<file path="src/include/wss_pkg.sv">
// Package for the waveform steering and shutdown output stage.
// Assumes a 32-bit APB register port and a single 250 MHz clock.
package wss_pkg;

   // ==========================================================
   // Bus and register map
   // ==========================================================
   localparam int unsigned ADDR_W = 8;
   localparam int unsigned DATA_W = 32;
   localparam logic [ADDR_W-1:0] OFF_CONTROL0   = 8'h00;
   localparam logic [ADDR_W-1:0] OFF_POLARITY   = 8'h04;
   localparam logic [ADDR_W-1:0] OFF_RISE_DB    = 8'h08;
   localparam logic [ADDR_W-1:0] OFF_FALL_DB    = 8'h0C;
   localparam logic [ADDR_W-1:0] OFF_SD_CTRL0   = 8'h10;
   localparam logic [ADDR_W-1:0] OFF_SD_SOURCE  = 8'h14;
   localparam logic [ADDR_W-1:0] OFF_STEER      = 8'h18;
   localparam logic [ADDR_W-1:0] OFF_OUT_ENABLE = 8'h1C;
   localparam logic [ADDR_W-1:0] OFF_CLK_SELECT = 8'h20;
   localparam logic [ADDR_W-1:0] OFF_IN_SELECT  = 8'h24;

   // ==========================================================
   // Field positions
   // ==========================================================
   localparam int unsigned BIT_EN       = 7;
   localparam int unsigned BIT_LD       = 6;
   localparam int unsigned BIT_IN       = 5;
   localparam int unsigned BIT_SHUTDOWN = 7;
   localparam int unsigned BIT_REN      = 6;
   localparam int unsigned POS_OVERRIDE_LEVEL_BD     = 4;
   localparam int unsigned POS_OVERRIDE_LEVEL_AC     = 2;
   localparam int unsigned POS_FIXED    = 4;
   localparam int unsigned DB_W         = 6;
   localparam int unsigned NUM_OUT      = 4;
   localparam int unsigned NUM_SD       = 6;
   localparam int unsigned NUM_WAVE     = 16;
   localparam int unsigned SEL_W        = 4;

   // ==========================================================
   // Reset values
   // ==========================================================
   localparam logic [1:0]      RST_OVR_LEVEL = 2'h1;
   localparam logic [DB_W-1:0] RST_DB        = 6'h00;

   // ==========================================================
   // Mode and override encodings
   // ==========================================================
   typedef enum logic [2:0] {
      WSS_STEER      = 3'b000,
      WSS_SYNC_STEER = 3'b001,
      WSS_FWD_FULL   = 3'b010,
      WSS_REV_FULL   = 3'b011,
      WSS_HALF       = 3'b100,
      WSS_PUSH_PULL  = 3'b101,
      WSS_RSVD6      = 3'b110,
      WSS_RSVD7      = 3'b111
   } wss_mode_e;

   localparam logic [1:0] OVR_ONE      = 2'b11;
   localparam logic [1:0] OVR_ZERO     = 2'b10;
   localparam logic [1:0] OVR_TRISTATE = 2'b01;
   localparam logic [1:0] OVR_INACTIVE = 2'b00;

endpackage : wss_pkg

</file>
<file path="src/design/wss_top.sv">
// Output stage of a four-output complementary waveform generator.
// Assumes an APB master on clock_in and asynchronous wave and fault inputs.
`timescale 1ns/1ps
`default_nettype none

// Notes on behaviour
// - Fall dead band buffered; written directly while disabled.
// - Load request moves buffer at input falling edge.
// - Fall count delays b (half), d (full).
// - Too-short input pulse gives no output pulse.
// - Dead band jitter at most one clock.
// - Direction bit applies at next input rise.
// - Direction change: a/c switch, modulated held.
// - Steering modes route input to any outputs.
// - Steer bit zero holds fixed level.
// - Polarity acts only on steered outputs.
// - Steering shutdown overrides only steered outputs.
// - Mode 000 applies steer bits immediately.
// - Mode 001 applies steer bits at rise.
// - Software shutdown bit holds shutdown state while auto-restart is off.
// - Selected active-low fault forces override levels.
// - Faults are levels; shutdown holds while present.
// - Keeps internal oscillator request while running.
// - Pair override one/zero levels ignore polarity; inactive follows it.
// - Software clear refused while a fault persists.
// - Auto-restart clears; overrides end at rise.
// - Three-bit mode field selects operation.
// - Two-bit override field encoding.
// - Load request self-clears; needs prior enable.
module wss_top
   import wss_pkg::*;
(
   input  wire logic                         clock_in,
   input  wire logic                         rst_in,
   input  wire logic                         psel_in,
   input  wire logic                         penable_in,
   input  wire logic                         pwrite_in,
   input  wire logic [wss_pkg::ADDR_W-1:0]   paddr_in,
   input  wire logic [wss_pkg::DATA_W-1:0]   pwdata_in,
   output logic      [wss_pkg::DATA_W-1:0]   prdata_out,
   output logic                              pready_out,
   output logic                              pslverr_out,
   input  wire logic [wss_pkg::NUM_WAVE-1:0] wave_sources_in,
   input  wire logic [wss_pkg::NUM_SD-2:0]   shutdown_sources_n_in,
   output logic      [wss_pkg::NUM_OUT-1:0]  out_level_out,
   output logic      [wss_pkg::NUM_OUT-1:0]  out_oe_out,
   output logic                              osc_keep_request_out
);
   import wss_pkg::*;

   // ==========================================================
   // Register storage
   // ==========================================================
   logic              en;
   logic              load_req;
   wss_mode_e         mode;
   logic [3:0]        polarity;
   logic [DB_W-1:0]   rise_buf;
   logic [DB_W-1:0]   rise_act;
   logic [DB_W-1:0]   fall_buf;
   logic [DB_W-1:0]   fall_act;
   logic              sd_status;
   logic              restart_en;
   logic [1:0]        ovr_bd;
   logic [1:0]        ovr_ac;
   logic [NUM_SD-1:0] sd_select;
   logic [7:0]        steer;
   logic [3:0]        out_enable;
   logic              clk_hf;
   logic [SEL_W-1:0]  in_select;

   // ==========================================================
   // Bus decode
   // ==========================================================
   wire access    = psel_in & penable_in;
   wire wr        = access & pwrite_in;
   wire hit_c0    = paddr_in == OFF_CONTROL0;
   wire hit_pol   = paddr_in == OFF_POLARITY;
   wire hit_rdb   = paddr_in == OFF_RISE_DB;
   wire hit_fdb   = paddr_in == OFF_FALL_DB;
   wire hit_sd0   = paddr_in == OFF_SD_CTRL0;
   wire hit_sds   = paddr_in == OFF_SD_SOURCE;
   wire hit_str   = paddr_in == OFF_STEER;
   wire hit_oen   = paddr_in == OFF_OUT_ENABLE;
   wire hit_clk   = paddr_in == OFF_CLK_SELECT;
   wire hit_ism   = paddr_in == OFF_IN_SELECT;
   wire mapped    = hit_c0 | hit_pol | hit_rdb | hit_fdb | hit_sd0
                  | hit_sds | hit_str | hit_oen | hit_clk | hit_ism;
   wire wr_c0     = wr & hit_c0;
   wire wr_sd0    = wr & hit_sd0;

   // ==========================================================
   // Input synchronisers
   // ==========================================================
   logic [NUM_WAVE-1:0] wave_meta;
   logic [NUM_WAVE-1:0] wave_sync;
   logic [NUM_SD-2:0]   sd_meta;
   logic [NUM_SD-2:0]   sd_sync;

   always_ff @(posedge clock_in)
   begin
      wave_meta <= wave_sources_in;
      wave_sync <= wave_meta;
      sd_meta   <= shutdown_sources_n_in;
      sd_sync   <= sd_meta;
   end

   // ==========================================================
   // Input selection and edges
   // ==========================================================
   logic wave_prev;
   wire  wave     = wave_sync[in_select];
   wire  rise     = wave & ~wave_prev;
   wire  fall     = ~wave & wave_prev;
   wire  is_full  = mode == WSS_FWD_FULL || mode == WSS_REV_FULL;
   wire  is_steer = mode == WSS_STEER || mode == WSS_SYNC_STEER;

   always_ff @(posedge clock_in)
   begin
      if (rst_in)
         wave_prev <= 1'b0;
      else
         wave_prev <= wave;
   end

   // ==========================================================
   // Shutdown detection
   // ==========================================================
   // Source 5 is the wave input pin, the others come from the port.
   wire [NUM_SD-1:0] sd_levels_n = {wave_sync[0], sd_sync};
   wire fault = |(sd_select & ~sd_levels_n);
   wire sw_set_sd   = wr_sd0 & pwdata_in[BIT_SHUTDOWN];
   wire sw_clr_sd   = wr_sd0 & ~pwdata_in[BIT_SHUTDOWN];
   wire auto_clr_sd = restart_en & ~fault;
   // Set always wins over any clear, and a fault blocks clearing.
   wire next_sd = sw_set_sd | fault
                | (sd_status & ~((sw_clr_sd | auto_clr_sd) & ~fault));
   logic override_on;

   always_ff @(posedge clock_in)
   begin
      if (rst_in)
         override_on <= 1'b0;
      else if (next_sd)
         override_on <= 1'b1;
      else if (rise)
         override_on <= 1'b0;
   end

   // ==========================================================
   // Control register writes
   // ==========================================================
   wire next_en    = wr_c0 ? pwdata_in[BIT_EN] : en;
   wire ld_set     = wr_c0 & pwdata_in[BIT_LD] & en & next_en;
   wire ld_fire    = load_req & fall & en;

   always_ff @(posedge clock_in)
   begin
      if (rst_in)
      begin
         en         <= 1'b0;
         load_req   <= 1'b0;
         mode       <= WSS_STEER;
         polarity   <= 4'h0;
         sd_status  <= 1'b0;
         restart_en <= 1'b0;
         ovr_bd     <= RST_OVR_LEVEL;
         ovr_ac     <= RST_OVR_LEVEL;
         sd_select  <= '0;
         steer      <= 8'h00;
         out_enable <= 4'h0;
         clk_hf     <= 1'b0;
         in_select  <= '0;
      end
      else
      begin
         en        <= next_en;
         load_req  <= ld_set | (load_req & ~ld_fire & next_en);
         sd_status <= next_sd;
         if (wr_c0)
            mode <= wss_mode_e'(pwdata_in[2:0]);
         if (wr & hit_pol)
            polarity <= pwdata_in[3:0];
         if (wr_sd0)
         begin
            restart_en <= pwdata_in[BIT_REN];
            ovr_bd     <= pwdata_in[POS_OVERRIDE_LEVEL_BD +: 2];
            ovr_ac     <= pwdata_in[POS_OVERRIDE_LEVEL_AC +: 2];
         end
         if (wr & hit_sds)
            sd_select <= pwdata_in[NUM_SD-1:0];
         if (wr & hit_str)
            steer <= pwdata_in[7:0];
         if (wr & hit_oen)
            out_enable <= pwdata_in[3:0];
         if (wr & hit_clk)
            clk_hf <= pwdata_in[0];
         if (wr & hit_ism)
            in_select <= pwdata_in[SEL_W-1:0];
      end
   end

   // ==========================================================
   // Dead-band value buffers
   // ==========================================================
   always_ff @(posedge clock_in)
   begin
      if (rst_in)
      begin
         rise_buf <= RST_DB;
         rise_act <= RST_DB;
         fall_buf <= RST_DB;
         fall_act <= RST_DB;
      end
      else
      begin
         if (wr & hit_rdb)
            rise_buf <= pwdata_in[DB_W-1:0];
         if (wr & hit_fdb)
            fall_buf <= pwdata_in[DB_W-1:0];
         if (wr & hit_rdb & ~en)
            rise_act <= pwdata_in[DB_W-1:0];
         else if (ld_fire)
            rise_act <= rise_buf;
         if (wr & hit_fdb & ~en)
            fall_act <= pwdata_in[DB_W-1:0];
         else if (ld_fire)
            fall_act <= fall_buf;
      end
   end

   // ==========================================================
   // Direction and steering latches
   // ==========================================================
   logic       dir_rev;
   logic       dir_valid;
   logic [3:0] steer_sync;
   wire  dir_req   = mode == WSS_REV_FULL;
   wire  dir_chg   = rise & is_full & (dir_req != dir_rev | ~dir_valid);

   always_ff @(posedge clock_in)
   begin
      if (rst_in | ~en)
      begin
         dir_rev   <= 1'b0;
         dir_valid <= 1'b0;
      end
      else if (rise & is_full)
      begin
         dir_rev   <= dir_req;
         dir_valid <= 1'b1;
      end
   end

   always_ff @(posedge clock_in)
   begin
      if (rst_in)
         steer_sync <= 4'h0;
      else if (rise)
         steer_sync <= steer[3:0];
   end

   wire [3:0] steer_act = mode == WSS_STEER ? steer[3:0]
                                            : steer_sync;

   // ==========================================================
   // Dead-band counters
   // ==========================================================
   logic [DB_W-1:0] fall_cnt;
   logic            fall_wait;
   logic [DB_W-1:0] rise_cnt;
   logic            rise_wait;
   wire  fall_trig = mode == WSS_HALF ? fall
                                      : dir_chg & ~dir_req;
   wire  rise_trig = mode == WSS_HALF ? rise : dir_chg & dir_req;

   always_ff @(posedge clock_in)
   begin
      if (rst_in | ~en)
      begin
         fall_cnt  <= '0;
         fall_wait <= 1'b0;
      end
      else if (fall_trig)
      begin
         fall_cnt  <= 6'h01;
         fall_wait <= fall_act != RST_DB;
      end
      else if (fall_wait)
      begin
         fall_cnt  <= fall_cnt + 6'h01;
         fall_wait <= fall_cnt != fall_act;
      end
   end

   always_ff @(posedge clock_in)
   begin
      if (rst_in | ~en)
      begin
         rise_cnt  <= '0;
         rise_wait <= 1'b0;
      end
      else if (rise_trig)
      begin
         rise_cnt  <= 6'h01;
         rise_wait <= rise_act != RST_DB;
      end
      else if (rise_wait)
      begin
         rise_cnt  <= rise_cnt + 6'h01;
         rise_wait <= rise_cnt != rise_act;
      end
   end

   // ==========================================================
   // Push-pull sequencer
   // ==========================================================
   logic pp_second;

   always_ff @(posedge clock_in)
   begin
      if (rst_in | ~en | override_on)
         pp_second <= 1'b0;
      else if (fall & mode == WSS_PUSH_PULL)
         pp_second <= ~pp_second;
   end

   // ==========================================================
   // Waveform shaping, active high before polarity
   // ==========================================================
   // A pulse shorter than the count stays hidden behind the wait flag.
   wire hb_a  = wave & ~rise_wait & ~rise_trig;
   wire hb_b  = ~wave & ~fall_wait & ~fall_trig;
   wire fwd_d = wave & ~fall_wait & ~fall_trig;
   wire rev_b = wave & ~rise_wait & ~rise_trig;
   logic [3:0] raw;

   always_comb
   begin
      raw = 4'h0;
      unique case (mode)
         WSS_HALF:       raw = {hb_b, hb_a, hb_b, hb_a};
         WSS_PUSH_PULL:  raw = {wave & pp_second, wave & ~pp_second,
                                wave & pp_second, wave & ~pp_second};
         WSS_FWD_FULL,
         WSS_REV_FULL:   raw = dir_rev ? {1'b0, 1'b1, rev_b, 1'b0}
                                       : {fwd_d, 1'b0, 1'b0, 1'b1};
         WSS_STEER,
         WSS_SYNC_STEER: raw = {4{wave}};
         default:        raw = 4'h0;
      endcase
   end

   // ==========================================================
   // Output stage with override
   // ==========================================================
   logic [3:0] next_level;
   logic [3:0] next_oe;

   always_comb
   begin
      logic [1:0] field;
      logic       overridden;
      next_level = 4'h0;
      next_oe    = 4'h0;
      field      = 2'b00;
      overridden = 1'b0;
      for (int i = 0; i < NUM_OUT; i++)
      begin
         field      = (i % 2 == 1) ? ovr_bd : ovr_ac;
         overridden = override_on & (~is_steer | steer_act[i]);
         if (is_steer & ~steer_act[i])
            next_level[i] = steer[POS_FIXED + i];
         else
            next_level[i] = raw[i] ^ polarity[i];
         next_oe[i] = en & out_enable[i];
         if (overridden)
         begin
            unique case (field)
               OVR_ONE:      next_level[i] = 1'b1;
               OVR_ZERO:     next_level[i] = 1'b0;
               OVR_TRISTATE: next_oe[i]    = 1'b0;
               OVR_INACTIVE: next_level[i] = polarity[i];
            endcase
         end
      end
   end

   always_ff @(posedge clock_in)
   begin
      if (rst_in)
      begin
         out_level_out <= 4'h0;
         out_oe_out    <= 4'h0;
      end
      else
      begin
         out_level_out <= next_level;
         out_oe_out    <= next_oe;
      end
   end

   always_ff @(posedge clock_in)
   begin
      if (rst_in)
         osc_keep_request_out <= 1'b0;
      else
         osc_keep_request_out <= en & clk_hf;
   end

   // ==========================================================
   // Read data
   // ==========================================================
   logic [DATA_W-1:0] rdata;

   always_comb
   begin
      rdata = '0;
      if (hit_c0)
         rdata[7:0] = {en, load_req, 3'b000, mode};
      else if (hit_pol)
         rdata[7:0] = {2'b00, wave, 1'b0, polarity};
      else if (hit_rdb)
         rdata[DB_W-1:0] = rise_buf;
      else if (hit_fdb)
         rdata[DB_W-1:0] = fall_buf;
      else if (hit_sd0)
         rdata[7:0] = {sd_status, restart_en, ovr_bd, ovr_ac, 2'b00};
      else if (hit_sds)
         rdata[NUM_SD-1:0] = sd_select;
      else if (hit_str)
         rdata[7:0] = steer;
      else if (hit_oen)
         rdata[3:0] = out_enable;
      else if (hit_clk)
         rdata[0] = clk_hf;
      else if (hit_ism)
         rdata[SEL_W-1:0] = in_select;
   end

   always_ff @(posedge clock_in)
   begin
      if (rst_in)
         prdata_out <= '0;
      else if (psel_in & ~penable_in & ~pwrite_in)
         prdata_out <= rdata;
   end

   assign pready_out  = 1'b1;
   assign pslverr_out = access & ~mapped;

endmodule : wss_top

`default_nettype wire

</file>
<file path="config.mk">
export PLATFORM = sky130hd
export DESIGN_NAME = wss_top
export DESIGN_NICKNAME = d
export VERILOG_FILES = /design/src/include/wss_pkg.sv /design/src/design/wss_top.sv
export SDC_FILE = /design/constraint.sdc
export NUM_CORES = 1
export LEC_CHECK = 0
export ABC_AREA = 1
export BUFFER_PORTS_ARGS = -buffer_cell sky130_fd_sc_hd__buf_2
export CAP_MARGIN = 20
export CORE_MARGIN = 5
export CORE_UTILIZATION = 50
export CTS_CLUSTER_SIZE = 24
export DETAILED_ROUTE_END_ITERATION = 10
export PLACE_DENSITY = 0.73
export SETUP_SLACK_MARGIN = 0.2
export SLEW_MARGIN = 10
export SYNTH_ARGS = -nofsm -noshare
export SYNTH_HDL_FRONTEND = slang
export SYNTH_SLANG_ARGS = --single-unit
</file>
<file path="constraint.sdc">
create_clock -name clock_in -period 3.6 [get_ports clock_in]
set_clock_uncertainty 0.05 [all_clocks]
set_input_delay 0.72 -clock clock_in [delete_from_list [all_inputs] [get_ports clock_in]]
set_output_delay 0.72 -clock clock_in [all_outputs]
set_load 0.01 [all_outputs]
</file>
; Word level (Yosys, flattened, before mapping)
; Cells that the tools add are included.
[word_totals]
register_bits = 144
input_bits = 66
out_inout_bits = 43
word_cells = 243
[classes]
n_addsub = 2
magnitude_cmp = 1
n_eq_ne = 23
n_mux = 57
bitwise = 105
reduce_logical = 18
[ops]
columns = operator, n
row1 = $and 1x1->1, 57
row2 = $mux 6, 7
row3 = $eq 8x5->1 const B, 4
row4 = $mux 1, 31
row5 = $mux 4, 6
row6 = $mux 8, 3
row7 = $not 1->1, 22
row8 = $or 1x1->1, 20
row9 = $eq 8x4->1 const B, 2
row10 = $eq 8x6->1 const B, 2
row11 = $pmux 4 s4, 1
row12 = $add 6x1->6 const B, 2
row13 = $ne 6x6->1, 2
row14 = $pmux 1 s3, 4
row15 = $reduce_bool 6->1, 2
row16 = $reduce_bool 2->1, 5
row17 = $eq 2x2->1 const B, 4
row18 = $eq 8x3->1 const B, 1
row19 = $logic_not 8->1, 1
row20 = $reduce_or 2->1, 4
row21 = $and 6x6->6, 1
row22 = $eq 3x2->1 const B, 2
row23 = $eq 3x3->1 const B, 2
row24 = $mux 2, 3
row25 = other kinds (12), 18

; Longest topological paths before layout
; Gate-level depths: netlist of the first run.
[depth]
word_depth = 15
depth_mapped = 17

; Least setup slack after synthesis of the first run
; Ideal clock, no wire load.
[synth_path]
path_type = input to output
from = input paddr_in[0] (netlist name)
to = output pslverr_out
arrival_time_ns = 1.599
t_required_ns = 2.830
path_slack_ns = 1.231
stages = 8
cell_sequence = inv_1 > nand2_1 > nor2_1 > nand2_1 > inv_1 > nand2_2 > nand4_1 > nor3_1
[synth_via]
elab_chain_cells = 12
elab_cells_between_ends = 21
classes_between = eq/ne (9) / bitwise (11) / reduce/logical (1)
[synth_rtl]
columns = item, line
row1 = from (decl), wss_top.sv:38  ; input wire logic [wss_pkg::ADDR_W-1:0] paddr_in,
row2 = $eq 8x3->1 / $logic_not 8->1 (equally long branches), "wss_top.sv:78, wss_top.sv:77"
row3 = $or 1x1->1 (4 in series), wss_top.sv:87  ; wire mapped = hit_c0 | hit_pol | hit_rdb | hit_fdb | hit_sd0
row4 = $or 1x1->1 (4 in series), wss_top.sv:88  ; | hit_sds | hit_str | hit_oen | hit_clk | hit_ism;
row5 = $or 1x1->1 *, wss_top.sv:88
row6 = $not 1->1 *, wss_top.sv:450  ; assign pslverr_out = access & ~mapped;
row7 = $and 1x1->1 *, wss_top.sv:450
row8 = to (decl), wss_top.sv:42  ; output logic pslverr_out,
; Every way passes the cells marked *; elsewhere a longest branch is shown, timed or not.

; Worst setup path after layout of the first run
; Same ends and word-level chain as after synthesis.

==> results of run 1 <==
## cells by family after synthesis
logic type	count (synthesis)
buf+inv	162
xor+xnor	14
simple gates	266
compound gates	203
fa+ha+maj	2
other cells	2
flops	144
## where the power goes
| part | leakage (nW) | total [W] | internal [W] | switching (W) |
|---|---|---|---|---|
| registers | 1.18 | 0.00163 | 0.00162 | 0.00000930 |
| logic | 1.51 | 0.000134 | 0.0000398 | 0.0000942 |
| clock network | 0.286 | 0.00170 | 0.000975 | 0.000725 |
| total | 2.97 | 0.00347 | 0.00264 | 0.000829 |
## worst register-to-register path, delay by kind of cell (launching register included)
family | cells | cell delay, ns
compound gates | 1 | 0.06
flops | 1 | 0.58
buf+inv | 3 | 0.28
simple gates | 9 | 1.14
## synth_stat cells, types with 10 or more instances
cell type and number:
a21oi_1 76, inv_1 106, o22ai_1 10, nand2_1 126, dfxtp_1 144, clkbuf_1 12, inv_2 10, nor2_1 46
buf_4 25, nand3_1 41, nor3_1 11, a31oi_1 16, o21ai_0 67
## state kept, by name (all words and copies together), names as in the netlist, 3 cells and up
signal and cells:
polarity 4, in_select 4, mode 3, wave_meta 16, rise_buf 6, fall_act 6
wave_sync 16, sd_select 6, rise_cnt 6, out_enable 4, sd_sync 5, sd_meta 5
out_oe_out 4, fall_cnt 6, prdata_out 8, steer 8, steer_sync 4, rise_act 6
fall_buf 6, out_level_out 4
## final cells by class
cell class / instances / share of cell area [%]
tap: 168 / 2.95
clock buffer: 17 / 5.97
sequential: 144 / 40.4
inverter: 122 / 6.65
clock inverter: 15 / 2.11
multi-input combinational: 510 / 37.3
timing repair buffer: 63 / 4.56
## per-layer routing
metal  vias up  share of wire [%]
met5         -                  0
met4         0                3.0
met3        34                7.9
met2       219                 46
met1      2396                 44
li1       2717                  -
## through the flow
stage | utilization, % | instances | total power [W]
floorplan | - | 816 | 0.00176
finish | 59.1 | 1039 | 0.00347
CTS | 59.1 | 1039 | 0.00350
global placement | 54.3 | 1007 | 0.00180
global route | 59.1 | 1039 | 0.00359
detailed placement | 54.3 | 1007 | 0.00180
## final timing paths
path	startpoint	to	slack, ns	cells past startpoint
min reg2reg	wave_meta[5]	wave_sync[5]	0.28	0
max reg2reg	in_select[0]	rise_cnt[1]	1.39	13
max	paddr_in[0]	pslverr_out	0.88	10
min	wave_meta[5]	wave_sync[5]	0.28	0
==> impl_results.html, run 1 <==
<table>
<tr><th>Metric</th><th>Value</th></tr>
<tr><th colspan="2">Run status</th></tr>
<tr><td>Status</td><td>complete, no violations</td></tr>
<tr><th colspan="2">Placed design</th></tr>
<tr><td>Final HPWL from detailed placement</td><td>about 11,000 um</td></tr>
<tr><td>Number of input and output port buffers inserted</td><td>59</td></tr>
<tr><td>Pre-CTS setup slack</td><td>a little over 0.9 ns</td></tr>
<tr><td>Last weighted congestion value of the routability-driven placer</td><td>0.912</td></tr>
<tr><td>Placed Area</td><td>6550 um2</td></tr>
<tr><th colspan="2">Power</th></tr>
<tr><td>Leakage power figure</td><td>around 3 nW</td></tr>
<tr><td>Worst VDD drop</td><td>0.460 mV</td></tr>
<tr><td>Total power per unit cell area</td><td>just under 500 nW/um2</td></tr>
<tr><th colspan="2">GRT</th></tr>
<tr><td>Number of global-route vias before repair</td><td>between 4,000 and 5,000</td></tr>
<tr><td>Pin count of the biggest net entering global routing</td><td>62</td></tr>
<tr><td>Global route total overflow</td><td>0</td></tr>
<tr><td>Global route hottest layer</td><td>met2</td></tr>
<tr><td>Met2 demand-to-capacity share in global routing</td><td>between 30% and 40%</td></tr>
<tr><td>Antenna violations before repair</td><td>0</td></tr>
<tr><td>Global router's overall resource usage</td><td>a little over a fifth</td></tr>
<tr><td>Met3 usage in global routing</td><td>5.87%</td></tr>
<tr><td>Met1 Resource Use GR</td><td>27.9%</td></tr>
<tr><td>Global-route wire length before repair</td><td>around 24,000 um</td></tr>
<tr><th colspan="2">Floorplan</th></tr>
<tr><td>Die outline height</td><td>around 120 um</td></tr>
<tr><td>Starting Density</td><td>between 50% and 60%</td></tr>
<tr><td>Area enclosed by the die boundary</td><td>14,700 um2</td></tr>
<tr><td>Area of the core</td><td>12,100 um2</td></tr>
<tr><td>Number of primary I/O pins</td><td>roughly 110</td></tr>
<tr><td>Die extent in x</td><td>121 um</td></tr>
<tr><td>Standard-cell rows</td><td>40</td></tr>
<tr><th colspan="2">Yosys</th></tr>
<tr><td>Synthesis warning total</td><td>0</td></tr>
<tr><td>Post-Synthesis Cells</td><td>793</td></tr>
<tr><td>Adder-cell area share of the yosys netlist</td><td>0.405%</td></tr>
<tr><td>Area of the mapped netlist</td><td>a little over 6000 um2</td></tr>
<tr><td>Largest family of logic cells by synthesized area</td><td>simple AND/OR/NAND/NOR gates</td></tr>
<tr><td>Area leader, netlist</td><td>dfxtp_1</td></tr>
<tr><td>Compound-gate portion of the synthesized area</td><td>18.4%</td></tr>
<tr><td>Post-synthesis xor/xnor area fraction</td><td>1.98%</td></tr>
<tr><td>Seq/Total Area, Yosys</td><td>between 40% and 50%</td></tr>
<tr><td>Synthesized-area fraction occupied by and/or/nand/nor cells</td><td>between 20% and 30%</td></tr>
<tr><td>Ranking of synthesized cells by area</td><td>dfxtp_1 47%, nand2_1 7.6%, inv_1 6.4%, a21oi_1 6.2%, o21ai_0 5.4%</td></tr>
<tr><td>Post-synth EDFFs</td><td>0</td></tr>
<tr><td>Top_reg_cell synth</td><td>dfxtp_1</td></tr>
<tr><td>Fraction of post-synthesis cell area in the top cell type by area</td><td>46.6%</td></tr>
<tr><td>Unique masters post-synth</td><td>46</td></tr>
<tr><td>Share of async-settable or async-resettable flops after synthesis</td><td>0%</td></tr>
<tr><td>Fraction of synthesized area in multiplexers</td><td>0%</td></tr>
<tr><td>Synth Register Bits</td><td>144</td></tr>
<tr><td>Syn avg cell area</td><td>between 7 and 8 um2</td></tr>
<tr><th colspan="2">STA</th></tr>
<tr><td>Final number of hold-violating endpoints</td><td>0</td></tr>
<tr><td>Fin. max-slew vios</td><td>0</td></tr>
<tr><td>Final clock period utilization by the worst path</td><td>75.5%</td></tr>
<tr><td>Max_slew headroom</td><td>63.3%</td></tr>
<tr><td>Post-layout worst setup margin</td><td>just under 0.9 ns</td></tr>
<tr><td>Setup_tns</td><td>0 ns</td></tr>
<tr><td>RSZ-0062 raised after global routing</td><td>false</td></tr>
<tr><td>Tightest hold margin</td><td>~0.28 ns</td></tr>
<tr><td>Minimum clock period after layout</td><td>between 2 and 3 ns</td></tr>
<tr><td>Highest clock rate</td><td>~370 MHz</td></tr>
<tr><td>Final setup violation count</td><td>0</td></tr>
<tr><td>Worst slew pin tran</td><td>~0.55 ns</td></tr>
<tr><th colspan="2">Clocking</th></tr>
<tr><td>Clock tree from TritonCTS</td><td>yes</td></tr>
<tr><td>Post-CTS resize count</td><td>0</td></tr>
<tr><td>Clk sink count</td><td>~140</td></tr>
<tr><td>Maximum number of buffers from clock root to sink</td><td>2</td></tr>
<tr><td>Number of H-tree levels</td><td>4</td></tr>
<tr><td>Hold_buf cts</td><td>0</td></tr>
<tr><td>Number of buffers inserted by post-CTS setup repair</td><td>0</td></tr>
<tr><td>Clock edge transition at the registers on the reported setup and hold paths</td><td>~0.060 ns</td></tr>
<tr><td>CTS Buf Count</td><td>17</td></tr>
<tr><td>Clock latency at the later pin of the worst-skew pair</td><td>0.42 ns</td></tr>
<tr><td>Library cell used as clock root buffer</td><td>clkbuf_16</td></tr>
<tr><th colspan="2">Cells and area</th></tr>
<tr><td>Number of nets in the layout</td><td>between 900 and 1,000</td></tr>
<tr><td>Area used by sequential logic in the layout</td><td>about 2900 um2</td></tr>
<tr><td>Leading cell type in the layout, fill and taps excluded</td><td>dfxtp_1</td></tr>
<tr><td>Commonest non-fill, non-tap cells in the layout</td><td>144 x dfxtp_1, 126 x nand2_1, 105 x inv_1, 76 x a21oi_1, 67 x o21ai_0</td></tr>
<tr><td>Non-Filler Cell Area, Final</td><td>7130 um2</td></tr>
<tr><td>Ratio of cells with drive above 1 in the final layout</td><td>approximately 16%</td></tr>
<tr><td>Area of the multi-input gates</td><td>around 2700 um2</td></tr>
<tr><td>Antenna diode count</td><td>0</td></tr>
<tr><td>Filler instances</td><td>roughly 1,200</td></tr>
<tr><td>Area Growth Syn to Fin</td><td>15.3%</td></tr>
<tr><th colspan="2">Setup path</th></tr>
<tr><td>Largest delay contributor family on the critical path</td><td>simple AND/OR/NAND/NOR gates</td></tr>
<tr><td>Req. time, crit path</td><td>between 2 and 3 ns</td></tr>
<tr><td>Type of origin of the critical path</td><td>input port</td></tr>
<tr><td>Critical path's slowest cell</td><td>nor3_1</td></tr>
<tr><td>Data arrival time of the critical path</td><td>between 1.5 and 2 ns</td></tr>
<tr><td>CP Buf/Inv Count</td><td>4</td></tr>
<tr><td>Kind of critical path</td><td>in -&gt; out</td></tr>
<tr><td>Category of the worst setup path capture point</td><td>primary output</td></tr>
<tr><td>Maximum fanout along the worst path</td><td>8</td></tr>
<tr><td>Cell-by-cell listing of the critical path</td><td>buf_2 -&gt; inv_1 -&gt; nand2_1 -&gt; nor2_1 -&gt; nand2_1 -&gt; inv_1 -&gt; nand2_2 -&gt; nand4_1 -&gt; nor3_1 -&gt; buf_2</td></tr>
<tr><td>Highest cell delay on the worst timing path</td><td>approximately 0.24 ns</td></tr>
<tr><th colspan="2">Drt</th></tr>
<tr><td># DRC</td><td>0</td></tr>
<tr><td>Number of vias after detailed routing</td><td>~5,400</td></tr>
<tr><td>Number of nets with antenna violations after routing</td><td>0</td></tr>
<tr><td>Iteration count of the initial detailed-routing pass</td><td>9</td></tr>
<tr><td>Routed wire per std cell</td><td>~15 um</td></tr>
<tr><td>Starting DRT DRC Count</td><td>442</td></tr>
<tr><td>Vias per cell</td><td>5.16</td></tr>
<tr><td>Total routed wirelength</td><td>approximately 15,000 um</td></tr>
<tr><th colspan="2">Run</th></tr>
<tr><td>Number of maximum-capacitance violations</td><td>0</td></tr>
<tr><th colspan="2">Worst hold path</th></tr>
<tr><td>Hold/Removal Path Class</td><td>reg -&gt; reg</td></tr>
</table>
Note: power is estimated with default switching activity, not from simulation.
==> run 2, diff against run 1 <==
- PLACE_DENSITY: 0.73 -> 0.75
- clock period: 3.6 -> 2.2 ns (I/O delays scaled with it)
==> run 2 against run 1 <==
Effect of this change: worst hold slack got worse by 0.21 ns; first-iteration DRC count increased by 3.8%; cell count increased by 2.3%; die area unchanged; combinational power increased by 78%; non-clock buffer count increased by 23; wire length increased by 2.5%; flip-flop and latch count unchanged; sequential power increased by 64%; sequential share of layout area decreased by 1.8 points; power increased by 62%; design area increased by 4.8%.
==> impl_results.html, run 2 (synthesis results as in run 1) <==
<table>
<tr><th>Metric</th><th>Value</th></tr>
<tr><th colspan="2">Drt</th></tr>
<tr><td>Number of nets with antenna violations after routing</td><td>0</td></tr>
<tr><td>Number of vias after detailed routing</td><td>approximately 5,500</td></tr>
<tr><td>Starting DRT DRC Count</td><td>459</td></tr>
<tr><td>Routed wire per std cell</td><td>~15 um</td></tr>
<tr><td>Vias per cell</td><td>roughly 5.2</td></tr>
<tr><td>Total routed wirelength</td><td>around 16,000 um</td></tr>
<tr><td>Iteration count of the initial detailed-routing pass</td><td>6</td></tr>
<tr><td># DRC</td><td>0</td></tr>
<tr><th colspan="2">GRT</th></tr>
<tr><td>Met3 usage in global routing</td><td>under 10%</td></tr>
<tr><td>Global route total overflow</td><td>0</td></tr>
<tr><td>Antenna violations before repair</td><td>0</td></tr>
<tr><td>Global route hottest layer</td><td>met2</td></tr>
<tr><td>Global router's overall resource usage</td><td>21.8%</td></tr>
<tr><td>Met2 demand-to-capacity share in global routing</td><td>approximately 34%</td></tr>
<tr><td>Pin count of the biggest net entering global routing</td><td>43</td></tr>
<tr><td>Number of global-route vias before repair</td><td>5,087</td></tr>
<tr><td>Global-route wire length before repair</td><td>about 25,000 um</td></tr>
<tr><td>Met1 Resource Use GR</td><td>between 20% and 30%</td></tr>
<tr><th colspan="2">Setup path</th></tr>
<tr><td>Largest delay contributor family on the critical path</td><td>simple AND/OR/NAND/NOR gates</td></tr>
<tr><td>Kind of critical path</td><td>reg -&gt; reg</td></tr>
<tr><td>Path length in cells of the critical path</td><td>15</td></tr>
<tr><td>Critical path's slowest cell</td><td>dfxtp_2</td></tr>
<tr><td>Startpoint of the worst setup timing path</td><td>in_select[0]</td></tr>
<tr><td>CP Buf/Inv Count</td><td>3</td></tr>
<tr><td>R2r startpoint</td><td>in_select[0]</td></tr>
<tr><td>Category of the worst setup path capture point</td><td>register</td></tr>
<tr><td>Req. time, crit path</td><td>2.50 ns</td></tr>
<tr><td>Most numerous cell on the critical path</td><td>nand2_1</td></tr>
<tr><td>Type of origin of the critical path</td><td>register</td></tr>
<tr><td>Data arrival time of the critical path</td><td>2.32 ns</td></tr>
<tr><td>Highest cell delay on the worst timing path</td><td>0.34 ns</td></tr>
<tr><td>Maximum fanout along the worst path</td><td>10</td></tr>
<tr><td>Worst Reg2Reg Path Length in Cells</td><td>15</td></tr>
<tr><td>Cell-by-cell listing of the critical path</td><td>buf_12 -&gt; clkinv_8 -&gt; nand2_1 -&gt; nand2_1 -&gt; nand2_1 -&gt; nand3_2 -&gt; nand3_4 -&gt; nand2_8 -&gt; inv_4 -&gt; nor2_1 -&gt; a31oi_2 -&gt; nand3_1 -&gt; nand2_2 -&gt; nand3_2 -&gt; a21oi_2</td></tr>
<tr><th colspan="2">Clocking</th></tr>
<tr><td>Library cell used as clock root buffer</td><td>clkbuf_16</td></tr>
<tr><td>Clk sink count</td><td>roughly 140</td></tr>
<tr><td>Number of H-tree levels</td><td>4</td></tr>
<tr><td>Clock tree from TritonCTS</td><td>yes</td></tr>
<tr><td>CTS Buf Count</td><td>17</td></tr>
<tr><td>Maximum number of buffers from clock root to sink</td><td>2</td></tr>
<tr><td>Clock edge transition at the registers on the reported setup and hold paths</td><td>around 0.060 ns</td></tr>
<tr><td>Clock latency at the later pin of the worst-skew pair</td><td>0.42 ns</td></tr>
<tr><th colspan="2">Cells and area</th></tr>
<tr><td>Area Growth Syn to Fin</td><td>20.8%</td></tr>
<tr><td>Fin cells</td><td>roughly 1,100</td></tr>
<tr><td>Number of nets in the layout</td><td>between 900 and 1,000</td></tr>
<tr><td>Antenna diode count</td><td>0</td></tr>
<tr><td>Top Registers</td><td>wave_meta x16, wave_sync x16</td></tr>
<tr><td>Commonest non-fill, non-tap cells in the layout</td><td>142 x dfxtp_1, 112 x nand2_1, 105 x inv_1, 74 x a21oi_1, 67 x o21ai_0</td></tr>
<tr><td>Non-Filler Cell Area, Final</td><td>7470 um2</td></tr>
<tr><td>Leading cell type in the layout, fill and taps excluded</td><td>dfxtp_1</td></tr>
<tr><td>Filler instances</td><td>roughly 1,100</td></tr>
<tr><td>Area used by sequential logic in the layout</td><td>roughly 2900 um2</td></tr>
<tr><td>Ratio of cells with drive above 1 in the final layout</td><td>between 20 and 25%</td></tr>
<tr><td>Area of the multi-input gates</td><td>roughly 2800 um2</td></tr>
<tr><th colspan="2">Floorplan</th></tr>
<tr><td>Die extent in x</td><td>about 120 um</td></tr>
<tr><td>Area enclosed by the die boundary</td><td>about 15,000 um2</td></tr>
<tr><td>Die outline height</td><td>around 120 um</td></tr>
<tr><td>Starting Density</td><td>between 50 and 60%</td></tr>
<tr><td>Area of the core</td><td>12,100 um2</td></tr>
<tr><td>Standard-cell rows</td><td>40</td></tr>
<tr><td>Number of primary I/O pins</td><td>109</td></tr>
<tr><th colspan="2">Worst hold path</th></tr>
<tr><td>Cell depth of the worst hold path</td><td>1</td></tr>
<tr><td>Source of the worst hold timing path</td><td>wave_sources_in[8]</td></tr>
<tr><td>Hold/Removal Path Class</td><td>in -&gt; reg</td></tr>
<tr><th colspan="2">Power</th></tr>
<tr><td>Total power per unit cell area</td><td>about 750 nW/um2</td></tr>
<tr><td>Internal power</td><td>0.00425 W</td></tr>
<tr><td>Leakage power figure</td><td>3.12 nW</td></tr>
<tr><td>Worst VDD drop</td><td>roughly 0.73 mV</td></tr>
<tr><td>Clock network fraction of total power</td><td>about half</td></tr>
<tr><td>Combinational share of power</td><td>around 4.2%</td></tr>
<tr><td>NetSw</td><td>0.00137 W</td></tr>
<tr><td>Sw Share</td><td>between 20% and 30%</td></tr>
<tr><td>Relative contribution of sequential cells to total power</td><td>47.6%</td></tr>
<tr><th colspan="2">Placed design</th></tr>
<tr><td>Placed Area</td><td>approximately 6700 um2</td></tr>
<tr><td>Final HPWL from detailed placement</td><td>between 10,000 and 15,000 um</td></tr>
<tr><td>Last weighted congestion value of the routability-driven placer</td><td>around 0.92</td></tr>
<tr><td>Pre-CTS setup slack</td><td>roughly 0.13 ns</td></tr>
<tr><td>Placed cell count</td><td>1,025</td></tr>
<tr><td>Number of input and output port buffers inserted</td><td>59</td></tr>
<tr><th colspan="2">Run status</th></tr>
<tr><td>Status</td><td>complete, no violations</td></tr>
<tr><th colspan="2">STA</th></tr>
<tr><td>Minimum clock period after layout</td><td>2.01 ns</td></tr>
<tr><td>Setup_tns</td><td>0 ns</td></tr>
<tr><td>Final setup violation count</td><td>0</td></tr>
<tr><td>Final number of hold-violating endpoints</td><td>0</td></tr>
<tr><td>Final clock period utilization by the worst path</td><td>between 90% and 100%</td></tr>
<tr><td>Post-layout worst setup margin</td><td>around 0.19 ns</td></tr>
<tr><td>Fin. max-slew vios</td><td>0</td></tr>
<tr><td>RSZ-0062 raised after global routing</td><td>true</td></tr>
<tr><td>Highest clock rate</td><td>496 MHz</td></tr>
<tr><td>Tightest hold margin</td><td>between 0.06 and 0.07 ns</td></tr>
<tr><th colspan="2">Run</th></tr>
<tr><td>Number of maximum-capacitance violations</td><td>0</td></tr>
</table>
-- run 2: stage by stage --
stage,total power (W),util [%]
2_1_floorplan,0.00288,-
3_3_place_gp,0.00295,55.5
3_5_place_dp,0.00295,55.5
4_1_cts,0.00564,60.5
5_1_grt,0.00580,61.9
6_report,0.00562,61.9
-- run 2: timing repair --
item | 4_1_cts | 5_1_grt
gates cloned | 0 | 1
pin swaps | 2 | 14
setup buffers | 1 | 4
hold buffers | 0 | 0
setup endpoints to repair | 9 | 30
gates resized for setup | 8 | 38
-- run 2: worst register-to-register path: stages, from the launching register on --
cell and delay (ns):
dfxtp_2 0.34, buf_12 0.14, clkinv_8 0.06, nand2_1 0.05, nand2_1 0.04, nand2_1 0.06
nand3_2 0.10, nand3_4 0.11, nand2_8 0.09, inv_4 0.12, nor2_1 0.08, a31oi_2 0.25
nand3_1 0.13, nand2_2 0.10, nand3_2 0.07, a21oi_2 0.15
-- run 2: final cells by class --
cell class | count | share of cell area, %
inverters | 122 | 6.50
repair inverters | 1 | 0.117
flip-flops and latches | 144 | 38.6
clock inverters | 14 | 1.61
well taps | 168 | 2.81
multi-input cells | 510 | 37.6
clock buffers | 18 | 5.88
repair buffers | 86 | 6.83
-- run 2: worst paths after layout --
path | to | slack [ns]
setup / recovery | out_level_out[1] | 0.19
hold / removal | wave_meta[8] | 0.06
setup reg to reg | out_level_out[1] | 0.19
hold reg to reg | wave_sync[9] | 0.27
-- run 2: power by group through the flow --
stage	clock (W)	combinational (W)	sequential, W
3_3_place_gp	0	0.000215	0.00273
3_5_place_dp	0	0.000218	0.00273
5_1_grt	0.00286	0.000262	0.00268
4_1_cts	0.00274	0.000224	0.00267
6_report	0.00271	0.000239	0.00267
2_1_floorplan	0	0.000155	0.00273
-- run 2: per-layer routing --
layer  vias up  part of all wire (%)
met5         -                     0
met4         0                   3.6
met3        41                   8.2
met2       246                    46
met1      2437                    42
li1       2761                     -
==> run 3, diff against run 2 <==
- ABC_AREA: 1 -> unset
==> run 3 against run 2 <==
Effect of this change: combinational power grew 31%; wire length rose by 20%; worst hold slack better by 0.0029 ns; setup slack worse by 0.16 ns; synthesized area grew 0.63%; design area increased by 4.6%; sequential share of layout area is 1.7 points lower; clock-buffer cell count stayed put.
==> impl_results.html, run 3 <==
<table>
<tr><th>Metric</th><th>Value</th></tr>
<tr><th colspan="2">Run status</th></tr>
<tr><td>Status</td><td>complete, no violations</td></tr>
<tr><th colspan="2">Cells and area</th></tr>
<tr><td>Top Registers</td><td>wave_meta x16, wave_sync x16</td></tr>
<tr><td>Leading cell type in the layout, fill and taps excluded</td><td>dfxtp_1</td></tr>
<tr><td>Area used by sequential logic in the layout</td><td>approximately 2900 um2</td></tr>
<tr><td>Number of nets in the layout</td><td>a little under 900</td></tr>
<tr><td>Filler instances</td><td>1,037</td></tr>
<tr><td>Antenna diode count</td><td>0</td></tr>
<tr><td>Area of the multi-input gates</td><td>~3300 um2</td></tr>
<tr><td>Fin cells</td><td>between 1,000 and 1,500</td></tr>
<tr><td>Area Growth Syn to Fin</td><td>25.6%</td></tr>
<tr><td>Util after Layout</td><td>between 60% and 70%</td></tr>
<tr><td>Commonest non-fill, non-tap cells in the layout</td><td>143 x dfxtp_1, 72 x nand2_1, 67 x nor2_1, 59 x buf_2, 58 x a21oi_1</td></tr>
<tr><td>Ratio of cells with drive above 1 in the final layout</td><td>approximately 26%</td></tr>
<tr><th colspan="2">GRT</th></tr>
<tr><td>Global-route wire length before repair</td><td>around 29,000 um</td></tr>
<tr><td>Antenna violations before repair</td><td>1</td></tr>
<tr><td>Global route total overflow</td><td>0</td></tr>
<tr><td>Pin count of the biggest net entering global routing</td><td>52</td></tr>
<tr><td>Global router's overall resource usage</td><td>25.7%</td></tr>
<tr><td>Number of global-route vias before repair</td><td>about 5,600</td></tr>
<tr><th colspan="2">Clocking</th></tr>
<tr><td>Hold_buf cts</td><td>0</td></tr>
<tr><td>Clock tree from TritonCTS</td><td>yes</td></tr>
<tr><td>Clock latency at the later pin of the worst-skew pair</td><td>0.42 ns</td></tr>
<tr><td>Number of H-tree levels</td><td>4</td></tr>
<tr><td>Library cell used as clock root buffer</td><td>clkbuf_16</td></tr>
<tr><td>Clock edge transition at the registers on the reported setup and hold paths</td><td>approximately 0.060 ns</td></tr>
<tr><td>CTS Buf Count</td><td>17</td></tr>
<tr><td>Clk sink count</td><td>144</td></tr>
<tr><td>Maximum number of buffers from clock root to sink</td><td>2</td></tr>
<tr><th colspan="2">Yosys</th></tr>
<tr><td>Synthesized-area fraction occupied by and/or/nand/nor cells</td><td>20.8%</td></tr>
<tr><td>Ranking of synthesized cells by area</td><td>dfxtp_1 46%, mux2i_1 6.0%, a21oi_1 5.2%, nand2_1 4.8%, nor2_1 4.5%</td></tr>
<tr><td>Syn avg cell area</td><td>8.68 um2</td></tr>
<tr><td>Top cells by count, synth</td><td>144 x dfxtp_1, 80 x nand2_1, 75 x nor2_1</td></tr>
<tr><td>Largest family of logic cells by synthesized area</td><td>simple AND/OR/NAND/NOR gates</td></tr>
<tr><td>Adder-cell area share of the yosys netlist</td><td>less than 1%</td></tr>
<tr><td>Synthesis warning total</td><td>0</td></tr>
<tr><td>Seq/Total Area, Yosys</td><td>between 40% and 50%</td></tr>
<tr><td>Post-Synthesis Cells</td><td>between 700 and 800</td></tr>
<tr><td>Fraction of synthesized area in multiplexers</td><td>6.74%</td></tr>
<tr><td>Area of the mapped netlist</td><td>approximately 6200 um2</td></tr>
<tr><td>Top_reg_cell synth</td><td>dfxtp_1</td></tr>
<tr><td>Fraction of post-synthesis cell area in the top cell type by area</td><td>46.3%</td></tr>
<tr><td>Post-synthesis xor/xnor area fraction</td><td>3.66%</td></tr>
<tr><td>Compound-gate portion of the synthesized area</td><td>roughly 16%</td></tr>
<tr><td>Share of async-settable or async-resettable flops after synthesis</td><td>0%</td></tr>
<tr><td>Most repeated cell in the gate-level netlist after synthesis</td><td>dfxtp_1</td></tr>
<tr><td>Area leader, netlist</td><td>dfxtp_1</td></tr>
<tr><td>Post-synth EDFFs</td><td>0</td></tr>
<tr><td>Synth Register Bits</td><td>about 140</td></tr>
<tr><td>Unique masters post-synth</td><td>60</td></tr>
<tr><th colspan="2">STA</th></tr>
<tr><td>Minimum clock period after layout</td><td>~2.2 ns</td></tr>
<tr><td>Fin. max-slew vios</td><td>0</td></tr>
<tr><td>Highest clock rate</td><td>roughly 460 MHz</td></tr>
<tr><td>Final clock period utilization by the worst path</td><td>98.9%</td></tr>
<tr><td>Max_slew headroom</td><td>approximately three fifths</td></tr>
<tr><td>RSZ-0062 raised after global routing</td><td>true</td></tr>
<tr><td>Final number of hold-violating endpoints</td><td>0</td></tr>
<tr><td>Worst slew pin tran</td><td>between 0.5 and 0.6 ns</td></tr>
<tr><td>Setup_tns</td><td>0 ns</td></tr>
<tr><td>Final setup violation count</td><td>0</td></tr>
<tr><th colspan="2">Run</th></tr>
<tr><td>Number of maximum-capacitance violations</td><td>0</td></tr>
<tr><th colspan="2">Drt</th></tr>
<tr><td>Number of nets with antenna violations after routing</td><td>0</td></tr>
<tr><td>Number of vias after detailed routing</td><td>5,735</td></tr>
<tr><td>Vias per cell</td><td>5.73</td></tr>
<tr><td># DRC</td><td>0</td></tr>
<tr><td>Iteration count of the initial detailed-routing pass</td><td>6</td></tr>
<tr><td>Routed wire per std cell</td><td>18.7 um</td></tr>
<tr><td>Total routed wirelength</td><td>18,700 um</td></tr>
<tr><td>Starting DRT DRC Count</td><td>around 520</td></tr>
<tr><th colspan="2">Power</th></tr>
<tr><td>Relative contribution of sequential cells to total power</td><td>a little under half</td></tr>
<tr><td>Total power per unit cell area</td><td>approximately 740 nW/um2</td></tr>
<tr><td>NetSw</td><td>approximately 0.0014 W</td></tr>
<tr><td>Sw Share</td><td>around a quarter</td></tr>
<tr><td>Leakage power figure</td><td>just over 3 nW</td></tr>
<tr><td>Clock network fraction of total power</td><td>about half</td></tr>
<tr><td>Worst VDD drop</td><td>roughly 0.93 mV</td></tr>
<tr><td>Combinational share of power</td><td>under 10%</td></tr>
<tr><td>Internal power</td><td>0.00439 W</td></tr>
<tr><th colspan="2">Placed design</th></tr>
<tr><td>Final HPWL from detailed placement</td><td>~13,000 um</td></tr>
<tr><td>Number of input and output port buffers inserted</td><td>between 50 and 60</td></tr>
<tr><td>Placed cell count</td><td>961</td></tr>
<tr><td>Last weighted congestion value of the routability-driven placer</td><td>approximately 0.98</td></tr>
<tr><th colspan="2">Floorplan</th></tr>
<tr><td>Die outline height</td><td>122 um</td></tr>
<tr><td>Area enclosed by the die boundary</td><td>about 15,000 um2</td></tr>
<tr><td>Standard-cell rows</td><td>40</td></tr>
<tr><td>Die extent in x</td><td>between 100 and 150 um</td></tr>
<tr><td>Number of primary I/O pins</td><td>109</td></tr>
<tr><td>Starting Density</td><td>around 51%</td></tr>
<tr><td>Area of the core</td><td>between 10,000 and 15,000 um2</td></tr>
<tr><th colspan="2">Setup path</th></tr>
<tr><td>Cell-by-cell listing of the critical path</td><td>mux2i_1 -&gt; mux4_2 -&gt; mux2_4 -&gt; mux2i_2 -&gt; xnor2_1 -&gt; a311oi_2</td></tr>
<tr><td>Req. time, crit path</td><td>between 2 and 2.5 ns</td></tr>
<tr><td>Data arrival time of the critical path</td><td>roughly 2.4 ns</td></tr>
<tr><td>CP Buf/Inv Count</td><td>0</td></tr>
<tr><td>Worst-case register-to-register setup slack</td><td>0.02 ns</td></tr>
<tr><td>Kind of critical path</td><td>reg -&gt; reg</td></tr>
<tr><td>Highest cell delay on the worst timing path</td><td>0.49 ns</td></tr>
<tr><td>Critical R2R Capture</td><td>out_level_out[1]</td></tr>
<tr><td>Path length in cells of the critical path</td><td>6</td></tr>
<tr><td>Critical path's slowest cell</td><td>mux4_2</td></tr>
<tr><td>R2r startpoint</td><td>in_select[2]</td></tr>
<tr><td>Worst Reg2Reg Path Length in Cells</td><td>6</td></tr>
<tr><td>Maximum fanout along the worst path</td><td>6</td></tr>
<tr><td>Largest delay contributor family on the critical path</td><td>multiplexers</td></tr>
<tr><td>Category of the worst setup path capture point</td><td>register</td></tr>
<tr><td>Type of origin of the critical path</td><td>register</td></tr>
<tr><th colspan="2">Worst hold path</th></tr>
<tr><td>End of the worst hold path</td><td>sd_meta[2]</td></tr>
<tr><td>Hold/Removal Path Class</td><td>in -&gt; reg</td></tr>
<tr><td>Source of the worst hold timing path</td><td>shutdown_sources_n_in[2]</td></tr>
<tr><td>Cell depth of the worst hold path</td><td>1</td></tr>
</table>
==> run 3: cell types whose count changed after synthesis, moves of 9 or more <==
cell / before / now
xnor2_1: 5 / 14
a21oi_1: 76 / 65
mux2i_1: 0 / 37
nor2_1: 46 / 75
a22oi_1: 0 / 9
nand2_1: 126 / 80
inv_1: 106 / 12
nor2b_1: 0 / 14
clkbuf_1: 12 / 32
inv_2: 10 / 0
o21ai_0: 67 / 27
a31oi_1: 16 / 6
==> run 3: cell type report <==
cell class | instances | area share [%]
clock buffers | 18 | 5.62
clock inverters | 14 | 1.86
inverters | 12 | 0.577
multi-input cells | 523 | 42.0
flip-flops and latches | 144 | 36.9
well taps | 168 | 2.69
repair buffers | 122 | 10.3
==> run 3: timing repair <==
action	in CTS	in global routing
endpoints found under the setup margin	36	48
cloned	2	0
pin swaps	16	8
setup buffers	4	2
gates resized for setup	25	28
hold endpoints to repair	0	0
==> run 3: layer usage <==
metal,GRT usage [%],wire [um],vias to the layer above
met3,5.25,1370,47
li1,-,-,2688
met5,0,9,-
met2,43.4,9430,278
met4,11.8,535,2
met1,31.6,7330,2720
==> run 3: cell families (layout without fill, tap and decap cells) <==
group | Yosys count | after routing
other cells | 2 | 25
xor+xnor | 26 | 26
simple gates | 271 | 272
flops | 144 | 144
buf+inv | 75 | 166
compound gates | 157 | 157
fa+ha+maj | 2 | 2
mux | 40 | 41
==> run 3: how the worst max path moves through the flow <==
stage	start	endpoint	slack, ns
6_report	in_select[2]	out_level_out[1]	0.02
3_3_place_gp	in_select[2]	rise_cnt[5]	-0.03
4_1_cts	in_select[2]	rise_act[2]	0.05
2_1_floorplan	in_select[2]	out_level_out[3]	0.18
3_5_place_dp	in_select[2]	rise_cnt[4]	-0.08
5_1_grt	in_select[2]	out_level_out[1]	-0.02
==> run 3: stage by stage <==
step	setup WS (ns)	total power [W]	area (um2)	hold slack [ns]
floorplan	0.181	0.00290	6380	0.260
global placement	-0.0276	0.00300	6970	0.260
detailed placement	-0.0823	0.00301	6970	0.262
CTS	0.0515	0.00583	7690	0.0489
global route	-0.0240	0.00599	7810	0.0447
finish	0.0231	0.00580	7810	0.0662
==> run 3: power groups by stage <==
stage               registers [W]  logic, W  clock network (W)
CTS                       0.00267  0.000297            0.00286
finish                    0.00267  0.000313            0.00282
detailed placement        0.00273  0.000279                  0
floorplan                 0.00273  0.000172                  0
global route              0.00268  0.000334            0.00298
global placement          0.00273  0.000274                  0
